**src/pkg/meter_pkg.sv**
```systemverilog
// Package: constants, types and state layouts for the energy pulse rate converter.
package meter_pkg;

    // ********************************************************************
    // Widths and carriers
    // ********************************************************************
    localparam int PWR_W = 24;
    localparam int SUM_W = 27;
    localparam int ACC_W = 40;
    localparam int CNT_W = 32;
    localparam int DAT_W = 32;
    localparam int ADDR_W = 4;
    localparam int EV_W = 3;
    localparam int CODE_W = 3;
    localparam int MULT_W = 8;

    typedef logic [CNT_W-1:0] cnt_t;
    typedef logic [ACC_W-1:0] acc_t;
    typedef logic [MULT_W-1:0] mult_t;

    // Filtered active power of each phase, one signed word per phase.
    typedef struct packed {
        logic signed [PWR_W-1:0] a;
        logic signed [PWR_W-1:0] b;
        logic signed [PWR_W-1:0] c;
    } phase_power_s;

    // Select pins, packed so that the struct value is the select code.
    typedef struct packed {
        logic cal_rate_select;
        logic rate_select_high;
        logic rate_select_low;
    } rate_sel_s;

    // ********************************************************************
    // Transfer function
    // ********************************************************************
    localparam int CLK_HZ_DEFAULT = 40_000_000;
    localparam longint MS_PER_S = 1000;
    localparam longint TICKS_PER_HZ = 1024;
    localparam longint FS_PRODUCT = 64'h0000_0000_0080_0000;
    localparam longint FS_INPUT_MV = 500;
    localparam longint VREF_MV = 2400;
    localparam longint SCALE_MILLI = 6181;
    localparam longint FULL_THR = ((VREF_MV * VREF_MV * MS_PER_S / SCALE_MILLI)
                                   * TICKS_PER_HZ * FS_PRODUCT) / (FS_INPUT_MV * FS_INPUT_MV);
    localparam longint NOLOAD_PPM = 75;
    localparam longint PPM_DEN = 1_000_000;
    localparam longint NOLOAD_MAG = 3 * FS_PRODUCT * NOLOAD_PPM / PPM_DEN;

    // Base frequency in millihertz and calibration multiple, indexed by select code.
    localparam longint BASE_MHZ [8] = '{2300, 1150, 5220, 580, 4610, 4610, 1150, 580};
    localparam longint CAL_MULT [8] = '{16, 32, 160, 32, 8, 16, 16, 16};

    // ********************************************************************
    // Pulse timing in milliseconds
    // ********************************************************************
    localparam longint SLOW_WIDTH_MS = 120;
    localparam longint SLOW_SHORT_MS = 550;
    localparam longint CAL_WIDTH_MS = 90;
    localparam longint CAL_SHORT_MS = 190;

    // ********************************************************************
    // Register map
    // ********************************************************************
    localparam logic [ADDR_W-1:0] REG_STATUS = 4'h0;
    localparam logic [ADDR_W-1:0] REG_MASK = 4'h4;
    localparam logic [ADDR_W-1:0] REG_STATE = 4'h8;
    localparam logic [ADDR_W-1:0] REG_CTRL = 4'hC;
    localparam int EV_CAL = 0;
    localparam int EV_SLOW = 1;
    localparam int EV_REV = 2;
    localparam int STATE_REV = 0;
    localparam int STATE_MODE = 1;
    localparam int STATE_CODE = 2;
    localparam int CTRL_ENABLE = 0;
    localparam logic CTRL_ENABLE_RESET = 1'h1;
    localparam logic [1:0] RESP_OKAY = 2'h0;
    localparam logic [1:0] RESP_SLVERR = 2'h2;

    // ********************************************************************
    // State layouts
    // ********************************************************************
    typedef struct packed {
        cnt_t period_cnt;
        cnt_t width_cnt;
        logic pulse;
    } shaper_state_s;

    typedef struct packed {
        logic [CODE_W:0] sync1;
        logic [CODE_W:0] sync2;
        cnt_t tick_cnt;
        acc_t acc;
        mult_t half_cnt;
        logic rev;
        logic slow_sel;
        logic [EV_W-1:0] status;
        logic [EV_W-1:0] mask;
        logic enable;
        logic aw_got;
        logic w_got;
        logic [ADDR_W-1:0] waddr;
        logic [DAT_W-1:0] wdata;
        logic wstrb0;
        logic bvalid;
        logic [1:0] bresp;
        logic rvalid;
        logic [DAT_W-1:0] rdata;
        logic [1:0] rresp;
    } top_state_s;

    // Calibration threshold for one select code.
    function automatic acc_t cal_thr(input int code);
        cal_thr = ACC_W'(FULL_THR / CAL_MULT[code]);
    endfunction : cal_thr

    // Whole clock cycles in a time, rounded down.
    function automatic cnt_t ms_cycles(input longint clk_hz, input longint ms);
        ms_cycles = CNT_W'(clk_hz * ms / MS_PER_S);
    endfunction : ms_cycles

endpackage : meter_pkg

```
**src/verilog/energy_pulse_rate_converter.sv**
```systemverilog
// Design: summing, pulse rate conversion, pulse shaping and register slave of the meter.
// How it works
// RL1: Sum-mode pin high totals signed phase powers, low totals their absolute values.
// RL2: In absolute mode every phase counts positive, even when its power is negative.
// RL3: The reverse flag always follows the signed three-phase sum, whatever the mode.
// RL4: Summed power becomes a pulse rate shown as high pulses on both slow outputs.
// RL5: Slow rate scales with summed products times base frequency, 6.181, over vref squared.
// RL6: The three select pins pick one of eight table entries, holding five distinct base frequencies.
// RL7: Each base frequency is a division of the master clock.
// RL8: Slow pulses come from long accumulation, so they follow average power.
// RL9: The calibration output uses the same power accumulated over a short period.
// RL10: Calibration rate is a select-dependent multiple of the slow output rate.
// RL11: Full-scale inputs give the select-dependent maximum slow rate.
// RL12: Reverse flag is high for a negative sum and changes only with calibration pulses.
// RL13: Slow outputs alternate 120 ms pulses, half the period below 550 ms.
// RL14: Calibration pulses are 90 ms wide, half the period below 190 ms.
// RL15: No pulse at all while load is under 0.0075 percent of full scale.
// RL16: Accumulate every tick, pulse on crossing the threshold, keep the remainder.

// ************************************************************************
// Pulse shaper: fixed width, or half the last period when periods are short
// ************************************************************************
module pulse_shaper #(
    parameter meter_pkg::cnt_t WIDE = 1,
    parameter meter_pkg::cnt_t SHORT = 2
) (
    input wire logic clk,
    input wire logic rst_n,
    input wire logic fire,
    output logic pulse
);
    import meter_pkg::*;

    shaper_state_s q;
    shaper_state_s n;

    // Period starts saturated so the first pulse after reset gets the full width.
    always_comb begin
        n = q;
        if (q.period_cnt != '1) begin
            n.period_cnt = q.period_cnt + 1'b1;
        end
        if (q.width_cnt != '0) begin
            n.width_cnt = q.width_cnt - 1'b1;
        end
        if (fire) begin
            n.period_cnt = '0;
            n.width_cnt = (q.period_cnt < SHORT) ? (q.period_cnt >> 1) : WIDE; // RL13 RL14
            if (n.width_cnt == '0) begin
                n.width_cnt = cnt_t'(1);
            end
        end
        n.pulse = (n.width_cnt != '0);
    end

    always_ff @(posedge clk or negedge rst_n) begin
        if (!rst_n) begin
            q <= '{period_cnt: '1, width_cnt: '0, pulse: 1'b0};
        end else begin
            q <= n;
        end
    end

    assign pulse = q.pulse;
endmodule : pulse_shaper

// ************************************************************************
// Top: summing, rate conversion and register slave
// ************************************************************************
module energy_pulse_rate_converter #(
    parameter int CLK_HZ = meter_pkg::CLK_HZ_DEFAULT
) (
    input wire logic clk,
    input wire logic rst_n,
    input wire meter_pkg::phase_power_s phase_power,
    input wire logic sum_mode_select,
    input wire meter_pkg::rate_sel_s rate_select,
    output logic slow_pulse_out_a,
    output logic slow_pulse_out_b,
    output logic calibration_pulse_out,
    output logic reverse_power_flag,
    output logic irq,
    input wire logic awvalid,
    output logic awready,
    input wire logic [meter_pkg::ADDR_W-1:0] awaddr,
    input wire logic wvalid,
    output logic wready,
    input wire logic [meter_pkg::DAT_W-1:0] wdata,
    input wire logic [meter_pkg::DAT_W/8-1:0] wstrb,
    output logic bvalid,
    input wire logic bready,
    output logic [1:0] bresp,
    input wire logic arvalid,
    output logic arready,
    input wire logic [meter_pkg::ADDR_W-1:0] araddr,
    output logic rvalid,
    input wire logic rready,
    output logic [meter_pkg::DAT_W-1:0] rdata,
    output logic [1:0] rresp
);
    import meter_pkg::*;

    // Tick period per select code: the accumulator runs at base frequency times a fixed factor.
    function automatic cnt_t tick_div(input int code);
        tick_div = CNT_W'(longint'(CLK_HZ) * MS_PER_S / (BASE_MHZ[code] * TICKS_PER_HZ));
    endfunction : tick_div

    localparam cnt_t TICK_DIV [8] = '{tick_div(0), tick_div(1), tick_div(2), tick_div(3),
                                      tick_div(4), tick_div(5), tick_div(6), tick_div(7)};
    localparam acc_t CAL_THR [8] = '{cal_thr(0), cal_thr(1), cal_thr(2), cal_thr(3), // RL11
                                     cal_thr(4), cal_thr(5), cal_thr(6), cal_thr(7)};
    localparam cnt_t SLOW_WIDE = ms_cycles(CLK_HZ, SLOW_WIDTH_MS);
    localparam cnt_t SLOW_SHORT = ms_cycles(CLK_HZ, SLOW_SHORT_MS);
    localparam cnt_t CAL_WIDE = ms_cycles(CLK_HZ, CAL_WIDTH_MS);
    localparam cnt_t CAL_SHORT = ms_cycles(CLK_HZ, CAL_SHORT_MS);
    localparam logic [SUM_W-1:0] NOLOAD = SUM_W'(NOLOAD_MAG);

    top_state_s q;
    top_state_s n;
    logic [CODE_W-1:0] code;
    logic mode;
    logic tick;
    logic signed [SUM_W-1:0] sum_signed;
    logic [SUM_W-1:0] signed_mag;
    logic [SUM_W-1:0] abs_sum;
    logic [SUM_W-1:0] total_mag;
    acc_t acc_sum;
    mult_t half_mult;
    logic cal_fire;
    logic slow_fire;
    logic [EV_W-1:0] ev_set;
    logic [EV_W-1:0] ev_clr;
    logic w_ok;
    logic cal_pulse;
    logic slow_pulse_a;
    logic slow_pulse_b;

    // Pins are sampled through two flops; only the second stage is decoded.
    assign mode = q.sync2[CODE_W];
    assign code = q.sync2[CODE_W-1:0]; // RL6
    assign tick = (q.tick_cnt >= TICK_DIV[code] - 1'b1); // RL7

    // Signed and absolute totals of the three phases.
    assign sum_signed = SUM_W'(phase_power.a) + SUM_W'(phase_power.b) + SUM_W'(phase_power.c);
    assign signed_mag = sum_signed[SUM_W-1] ? SUM_W'(-sum_signed) : sum_signed;
    assign abs_sum = SUM_W'(phase_power.a[PWR_W-1] ? -phase_power.a : phase_power.a)
                   + SUM_W'(phase_power.b[PWR_W-1] ? -phase_power.b : phase_power.b)
                   + SUM_W'(phase_power.c[PWR_W-1] ? -phase_power.c : phase_power.c); // RL2
    assign total_mag = mode ? signed_mag : abs_sum; // RL1

    // Creep guard drops a sample below the no-load level instead of letting it accumulate.
    assign acc_sum = q.acc + ((tick && q.enable && total_mag >= NOLOAD) // RL15 RL5
                     ? ACC_W'(total_mag) : '0);
    assign cal_fire = (acc_sum >= CAL_THR[code]); // RL16 RL9
    assign half_mult = MULT_W'(CAL_MULT[code] >> 1);
    assign slow_fire = cal_fire && (q.half_cnt >= half_mult - 1'b1); // RL10 RL8
    assign ev_set = {(cal_fire && q.rev != sum_signed[SUM_W-1]), slow_fire, cal_fire};
    assign w_ok = (q.waddr == REG_STATUS) || (q.waddr == REG_MASK) || (q.waddr == REG_CTRL);
    assign ev_clr = (q.aw_got && q.w_got && q.wstrb0 && q.waddr == REG_STATUS)
                    ? q.wdata[EV_W-1:0] : '0;

    // Next state: conversion first, then the register slave.
    always_comb begin
        n = q;
        n.sync1 = {sum_mode_select, rate_select};
        n.sync2 = q.sync1;
        n.tick_cnt = tick ? '0 : q.tick_cnt + 1'b1;
        n.acc = cal_fire ? acc_sum - CAL_THR[code] : acc_sum; // RL16
        if (cal_fire) begin
            n.half_cnt = slow_fire ? '0 : q.half_cnt + 1'b1;
            n.rev = sum_signed[SUM_W-1]; // RL3 RL12
        end
        if (slow_fire) begin
            n.slow_sel = ~q.slow_sel; // RL13
        end
        // A new event wins over a clear that lands in the same cycle.
        n.status = (q.status & ~ev_clr) | ev_set;
        if (awvalid && awready) begin
            n.aw_got = 1'b1;
            n.waddr = awaddr;
        end
        if (wvalid && wready) begin
            n.w_got = 1'b1;
            n.wdata = wdata;
            n.wstrb0 = wstrb[0];
        end
        if (q.aw_got && q.w_got) begin
            n.aw_got = 1'b0;
            n.w_got = 1'b0;
            n.bvalid = 1'b1;
            n.bresp = w_ok ? RESP_OKAY : RESP_SLVERR;
            if (q.wstrb0 && q.waddr == REG_MASK) begin
                n.mask = q.wdata[EV_W-1:0];
            end
            if (q.wstrb0 && q.waddr == REG_CTRL) begin
                n.enable = q.wdata[CTRL_ENABLE];
            end
        end
        if (q.bvalid && bready) begin
            n.bvalid = 1'b0;
        end
        if (q.rvalid && rready) begin
            n.rvalid = 1'b0;
        end
        if (arvalid && arready) begin
            n.rvalid = 1'b1;
            n.rresp = RESP_OKAY;
            n.rdata = '0;
            unique case (araddr)
                REG_STATUS: n.rdata[EV_W-1:0] = q.status;
                REG_MASK: n.rdata[EV_W-1:0] = q.mask;
                REG_STATE: n.rdata[STATE_CODE+CODE_W-1:0] = {code, mode, q.rev};
                REG_CTRL: n.rdata[CTRL_ENABLE] = q.enable;
                default: n.rresp = RESP_SLVERR;
            endcase
        end
    end

    // Everything clears on reset except the enable, which starts on.
    always_ff @(posedge clk or negedge rst_n) begin
        if (!rst_n) begin
            q <= '0;
            q.enable <= CTRL_ENABLE_RESET;
        end else begin
            q <= n;
        end
    end

    // ********************************************************************
    // Output pulse shaping
    // ********************************************************************
    // Each slow output measures its own period, so alternation halves neither width rule.
    pulse_shaper #(.WIDE(CAL_WIDE), .SHORT(CAL_SHORT)) u_cal_shaper (
        .clk(clk), .rst_n(rst_n), .fire(cal_fire), .pulse(cal_pulse)); // RL14
    pulse_shaper #(.WIDE(SLOW_WIDE), .SHORT(SLOW_SHORT)) u_slow_a_shaper (
        .clk(clk), .rst_n(rst_n), .fire(slow_fire && !q.slow_sel), .pulse(slow_pulse_a)); // RL4
    pulse_shaper #(.WIDE(SLOW_WIDE), .SHORT(SLOW_SHORT)) u_slow_b_shaper (
        .clk(clk), .rst_n(rst_n), .fire(slow_fire && q.slow_sel), .pulse(slow_pulse_b)); // RL4

    assign calibration_pulse_out = cal_pulse;
    assign slow_pulse_out_a = slow_pulse_a;
    assign slow_pulse_out_b = slow_pulse_b;
    assign reverse_power_flag = q.rev;
    assign irq = |(q.status & q.mask);
    assign awready = !q.aw_got && !q.bvalid;
    assign wready = !q.w_got && !q.bvalid;
    assign bvalid = q.bvalid;
    assign bresp = q.bresp;
    assign arready = !q.rvalid;
    assign rvalid = q.rvalid;
    assign rdata = q.rdata;
    assign rresp = q.rresp;
endmodule : energy_pulse_rate_converter

```
**config.mk**
```make
export PLATFORM = sky130hd
export DESIGN_NAME = energy_pulse_rate_converter
export DESIGN_NICKNAME = d
export VERILOG_FILES = /design/src/pkg/meter_pkg.sv /design/src/verilog/energy_pulse_rate_converter.sv
export SDC_FILE = /design/constraint.sdc
export NUM_CORES = 1
export LEC_CHECK = 0
export BUFFER_PORTS_ARGS = -buffer_cell sky130_fd_sc_hd__buf_2
export CORE_MARGIN = 10
export CORE_UTILIZATION = 47
export DETAILED_ROUTE_END_ITERATION = 6
export PLACE_DENSITY = 0.68
export SYNTH_ARGS = -nofsm -noshare
export SYNTH_HDL_FRONTEND = slang
export SYNTH_HIERARCHICAL = 1
export SYNTH_SLANG_ARGS = --single-unit
```
**constraint.sdc**
```tcl
create_clock -name clk -period 8.83 [get_ports clk]
set_input_delay 2.2075 -clock clk [delete_from_list [all_inputs] [get_ports clk]]
set_output_delay 2.2075 -clock clk [all_outputs]
set_load 0.02 [all_outputs]
```
==> results_dict.tcl <==
set metrics [dict create \
    place_congestion 0.942 \
    postCtsHoldBufs 0 \
    cap_viol_max_count 0 \
    cts_tree "done" \
    power_frac_clock_pct 15.6 \
    combPwrFrac_pct 61.1 \
    overflow 0 \
    final_layout_size_suffix_gt1_share_pct 34.0 \
    synthFlopType "dfrtp_1" \
    die_width_microns 260 \
    syn_area_per_cell_sq_um 8.47 \
    cts_buffers 38 \
    final_antenna_net_count 0 \
    routed_wl_microns 84900 \
    worst_slack_ps -3700 \
    clockBufferDepth 3 \
    grt_pass1_vias 27100 \
    crit_arrival_ps 12940 \
    relSlewSlack_pct 26.5 \
    nets 4321 \
    initial_core_util_pct 47.2 \
    min-delay-path-class "reg2reg" \
    yosysTopAreaCell "dfrtp_1" \
    cp.required_ps 9240 \
    violations "negative setup slack" \
    p_leak_nw 16.4 \
    slew_violations 0 \
    io_buffers 111 \
    h-tree-depth 2 \
    synthArstFlopShare_pct 100 \
    synth_top_area_share_pct 19.7 \
    finalHoldWorstSlack_ps 349 \
    netlist_top_cells_area "dfrtp_1 (20%), dfstp_2 (9.4%), ha_1 (6.8%), xor2_1 (5.5%), xnor2_1 (5.2%)" \
    first_pass_iters 5 \
    min_period_ps 12530 \
    power.switching_mw 4.45 \
    cp-end-kind "flip-flop" \
    ys_ff_latch 311 \
    grt_pass1_wl_microns 137000 \
    drt-initial-drc-count 2159 \
    dpl_cell_area_sq_um 33400 \
    ios 173 \
    synth-edff-count 0 \
    slowest_stage "or4_4" \
    power_frac_seq_pct 23.3 \
    hold_violations 0 \
    finClkSkew_ps 21.0 \
    vias_per_cell 5.71 \
    cts.sinks 311 \
    syn_inst 3205 \
    fin_area_sq_um 37200 \
    ff2ff_path_depth 47 \
    r2r_slack_ps -210 \
    yosysSeqAreaShare_pct 29.1 \
    yosysUniqueCellTypes 115 \
    core_area_sq_um 57500 \
    core.rowCount 88 \
    place_ws_ps -4220 \
    status "complete, but fails checks" \
    rsz0062_at_grt "yes" \
    min_path_cells 0 \
    swShare_pct 41.3 \
    root_buffer "clkbuf_16" \
    max_stage_delay_ps 560 \
    grt_usage_pct 24.1 \
    mappedNetlistArea_sq_um 27100 \
    dieArea_sq_um 67800 \
    antenna_found_initial 1 \
    hpwl_microns 62100 \
    die-height_microns 260 \
    insertion_delay_ps 560 \
    worstMarginPinSlew_ps 1070 \
    p_int_mw 6.31 \
    utilization_pct 64.7 \
    drc 0 \
    synthToLayoutAreaGrowth_pct 37.1 \
    ir_drop_mv 0.170 \
    cp_common_cell "a21oi_2" \
    setup.worst_path.class "in2reg" \
    clk_pin_slew_ps 60 \
    vias 27300 \
    avgRoutedWirePerCell_microns 17.8 \
    setup_viol 248 \
    power-per-cell-area_nw_per_um2 289 \
    crit_fanout 6 \
    grt_max_degree 147 \
    startpoint_type "input port" \
    layout_worst_path_cycle_share_pct 142 \
    synth_warnings 6 \
    max_freq_mhz 79.8 \
]
through the flow:
step           power (mW)  instances  setup TNS [ps]
2_1_floorplan        5.81       3252         -616560
3_3_place_gp         8.12       4627         -762440
3_5_place_dp         8.21       4627         -806120
4_1_cts              10.3       4745         -637300
5_1_grt              11.5       4785         -780190
6_report             10.8       4785         -679130
routing by layer:
metal  up-vias  wire length (microns)  global-route usage, %
li1      13200                      -                      -
met1     13300                  37100                   31.3
met2       712                  41600                   41.2
met3       181                   3910                   3.14
met4         0                   2260                   6.91
met5         -                      0                      0
synthesized netlist by cell type, drive strengths merged (13+ instances only):
library cell and instances:
o21a 26, inv 124, nor3 122, o21ai 178, nor4b 13, and2 28
o41ai 14, and4 20, o31ai 28, dfrtp 214, nor2b 25, buf 61
a31oi 28, xnor2 162, ha 148, a21oi 144, a21boi 14, nor3b 22
nand2b 28, and3 59, a2111oi 17, a21o 65, dfstp 97, nand3 115
nand4 75, nand2 282, mux2 13, or3 39, nor4 80, nor2 342
mux2i 21, a211oi 21, o211ai 22, or4 44, xor2 170, clkbuf 92
fa 53, or2 13
timing repair:
item / in CTS / in global routing
hold endpoints to repair: 0 / 0
cloned: 3 / 4
pin swaps: 67 / 57
setup endpoints to repair: 248 / 248
resized for setup: 206 / 227
buffers inserted: 57 / 55
critical path, delay by kind of cell:
kind            cells  cell delay (ps)
xor+xnor            3              450
buf+inv            11             1400
compound gates     20             3590
fa+ha+maj           4             1190
simple gates       19             4060
path summary, 6_finish.rpt:
path,from,to
worst max-delay path,phase_power[3],u_slow_b_shaper/pulse$_DFF_PN0_
worst min register to register,n[169]$_DFF_PN0_,mode$_DFF_PN0_
worst max register to register,code[1]$_DFF_PN0_,u_slow_b_shaper/pulse$_DFF_PN0_
max in group asynchronous,rst_n,u_cal_shaper/q[2]$_DFF_PN0_
min in group asynchronous,rst_n,q[160]$_DFF_PN0_
worst min-delay path,n[169]$_DFF_PN0_,mode$_DFF_PN0_
power by group through the flow:
stage / Combinational, mW / Clock [mW] / Sequential [mW]
CTS: 6.10 / 1.72 / 2.47
global route: 7.18 / 1.77 / 2.56
detailed placement: 5.73 / 0 / 2.48
finish: 6.58 / 1.68 / 2.50
floorplan: 3.53 / 0 / 2.28
global placement: 5.66 / 0 / 2.46
logic make-up (layout without fill, tap and decap cells):
kind of cell    Yosys count  in the layout  share of synthesized area (%)
flops                   311            311                           29.1
simple gates           1347           1347                           25.9
compound gates          696            696                           17.3
buf+inv                 280           1047                           4.74
xor+xnor                333            333                           10.8
mux                      35             35                           1.40
fa+ha+maj               201            201                           10.7
other cells               2             50                         0.0277
layout make-up:
cell class                      instances  area [sq um]
Sequential cell                       311          7910
Clock inverter                         14           215
Antenna cell                            1          2.50
Clock buffer                           52          1100
Fill cell                            4782         20300
Timing Repair Buffer                  855          6820
Inverter                              126           493
Tap cell                              765           957
Multi-Input combinational cell       2661         19700
placed cells by master (no fill, tap or decap), types with 97 or more instances in the layout:
master and n:
a21oi_1 108, buf_2 108, buf_4 644, dfrtp_1 213, dfstp_2 97, ha_1 143
inv_1 116, nand2_1 261, nand3_1 107, nor2_1 258, nor3_1 107, o21ai_0 133
xnor2_1 158, xor2_1 167
state kept, by name, indices dropped and copies added (netlist names), 3 cells and up:
name / count
n: 4
q: 98
u_slow_a_shaper/q: 64
u_slow_b_shaper/q: 64
u_cal_shaper/q: 64
code: 3
rdata: 5
(Power assumes the default switching activity.)
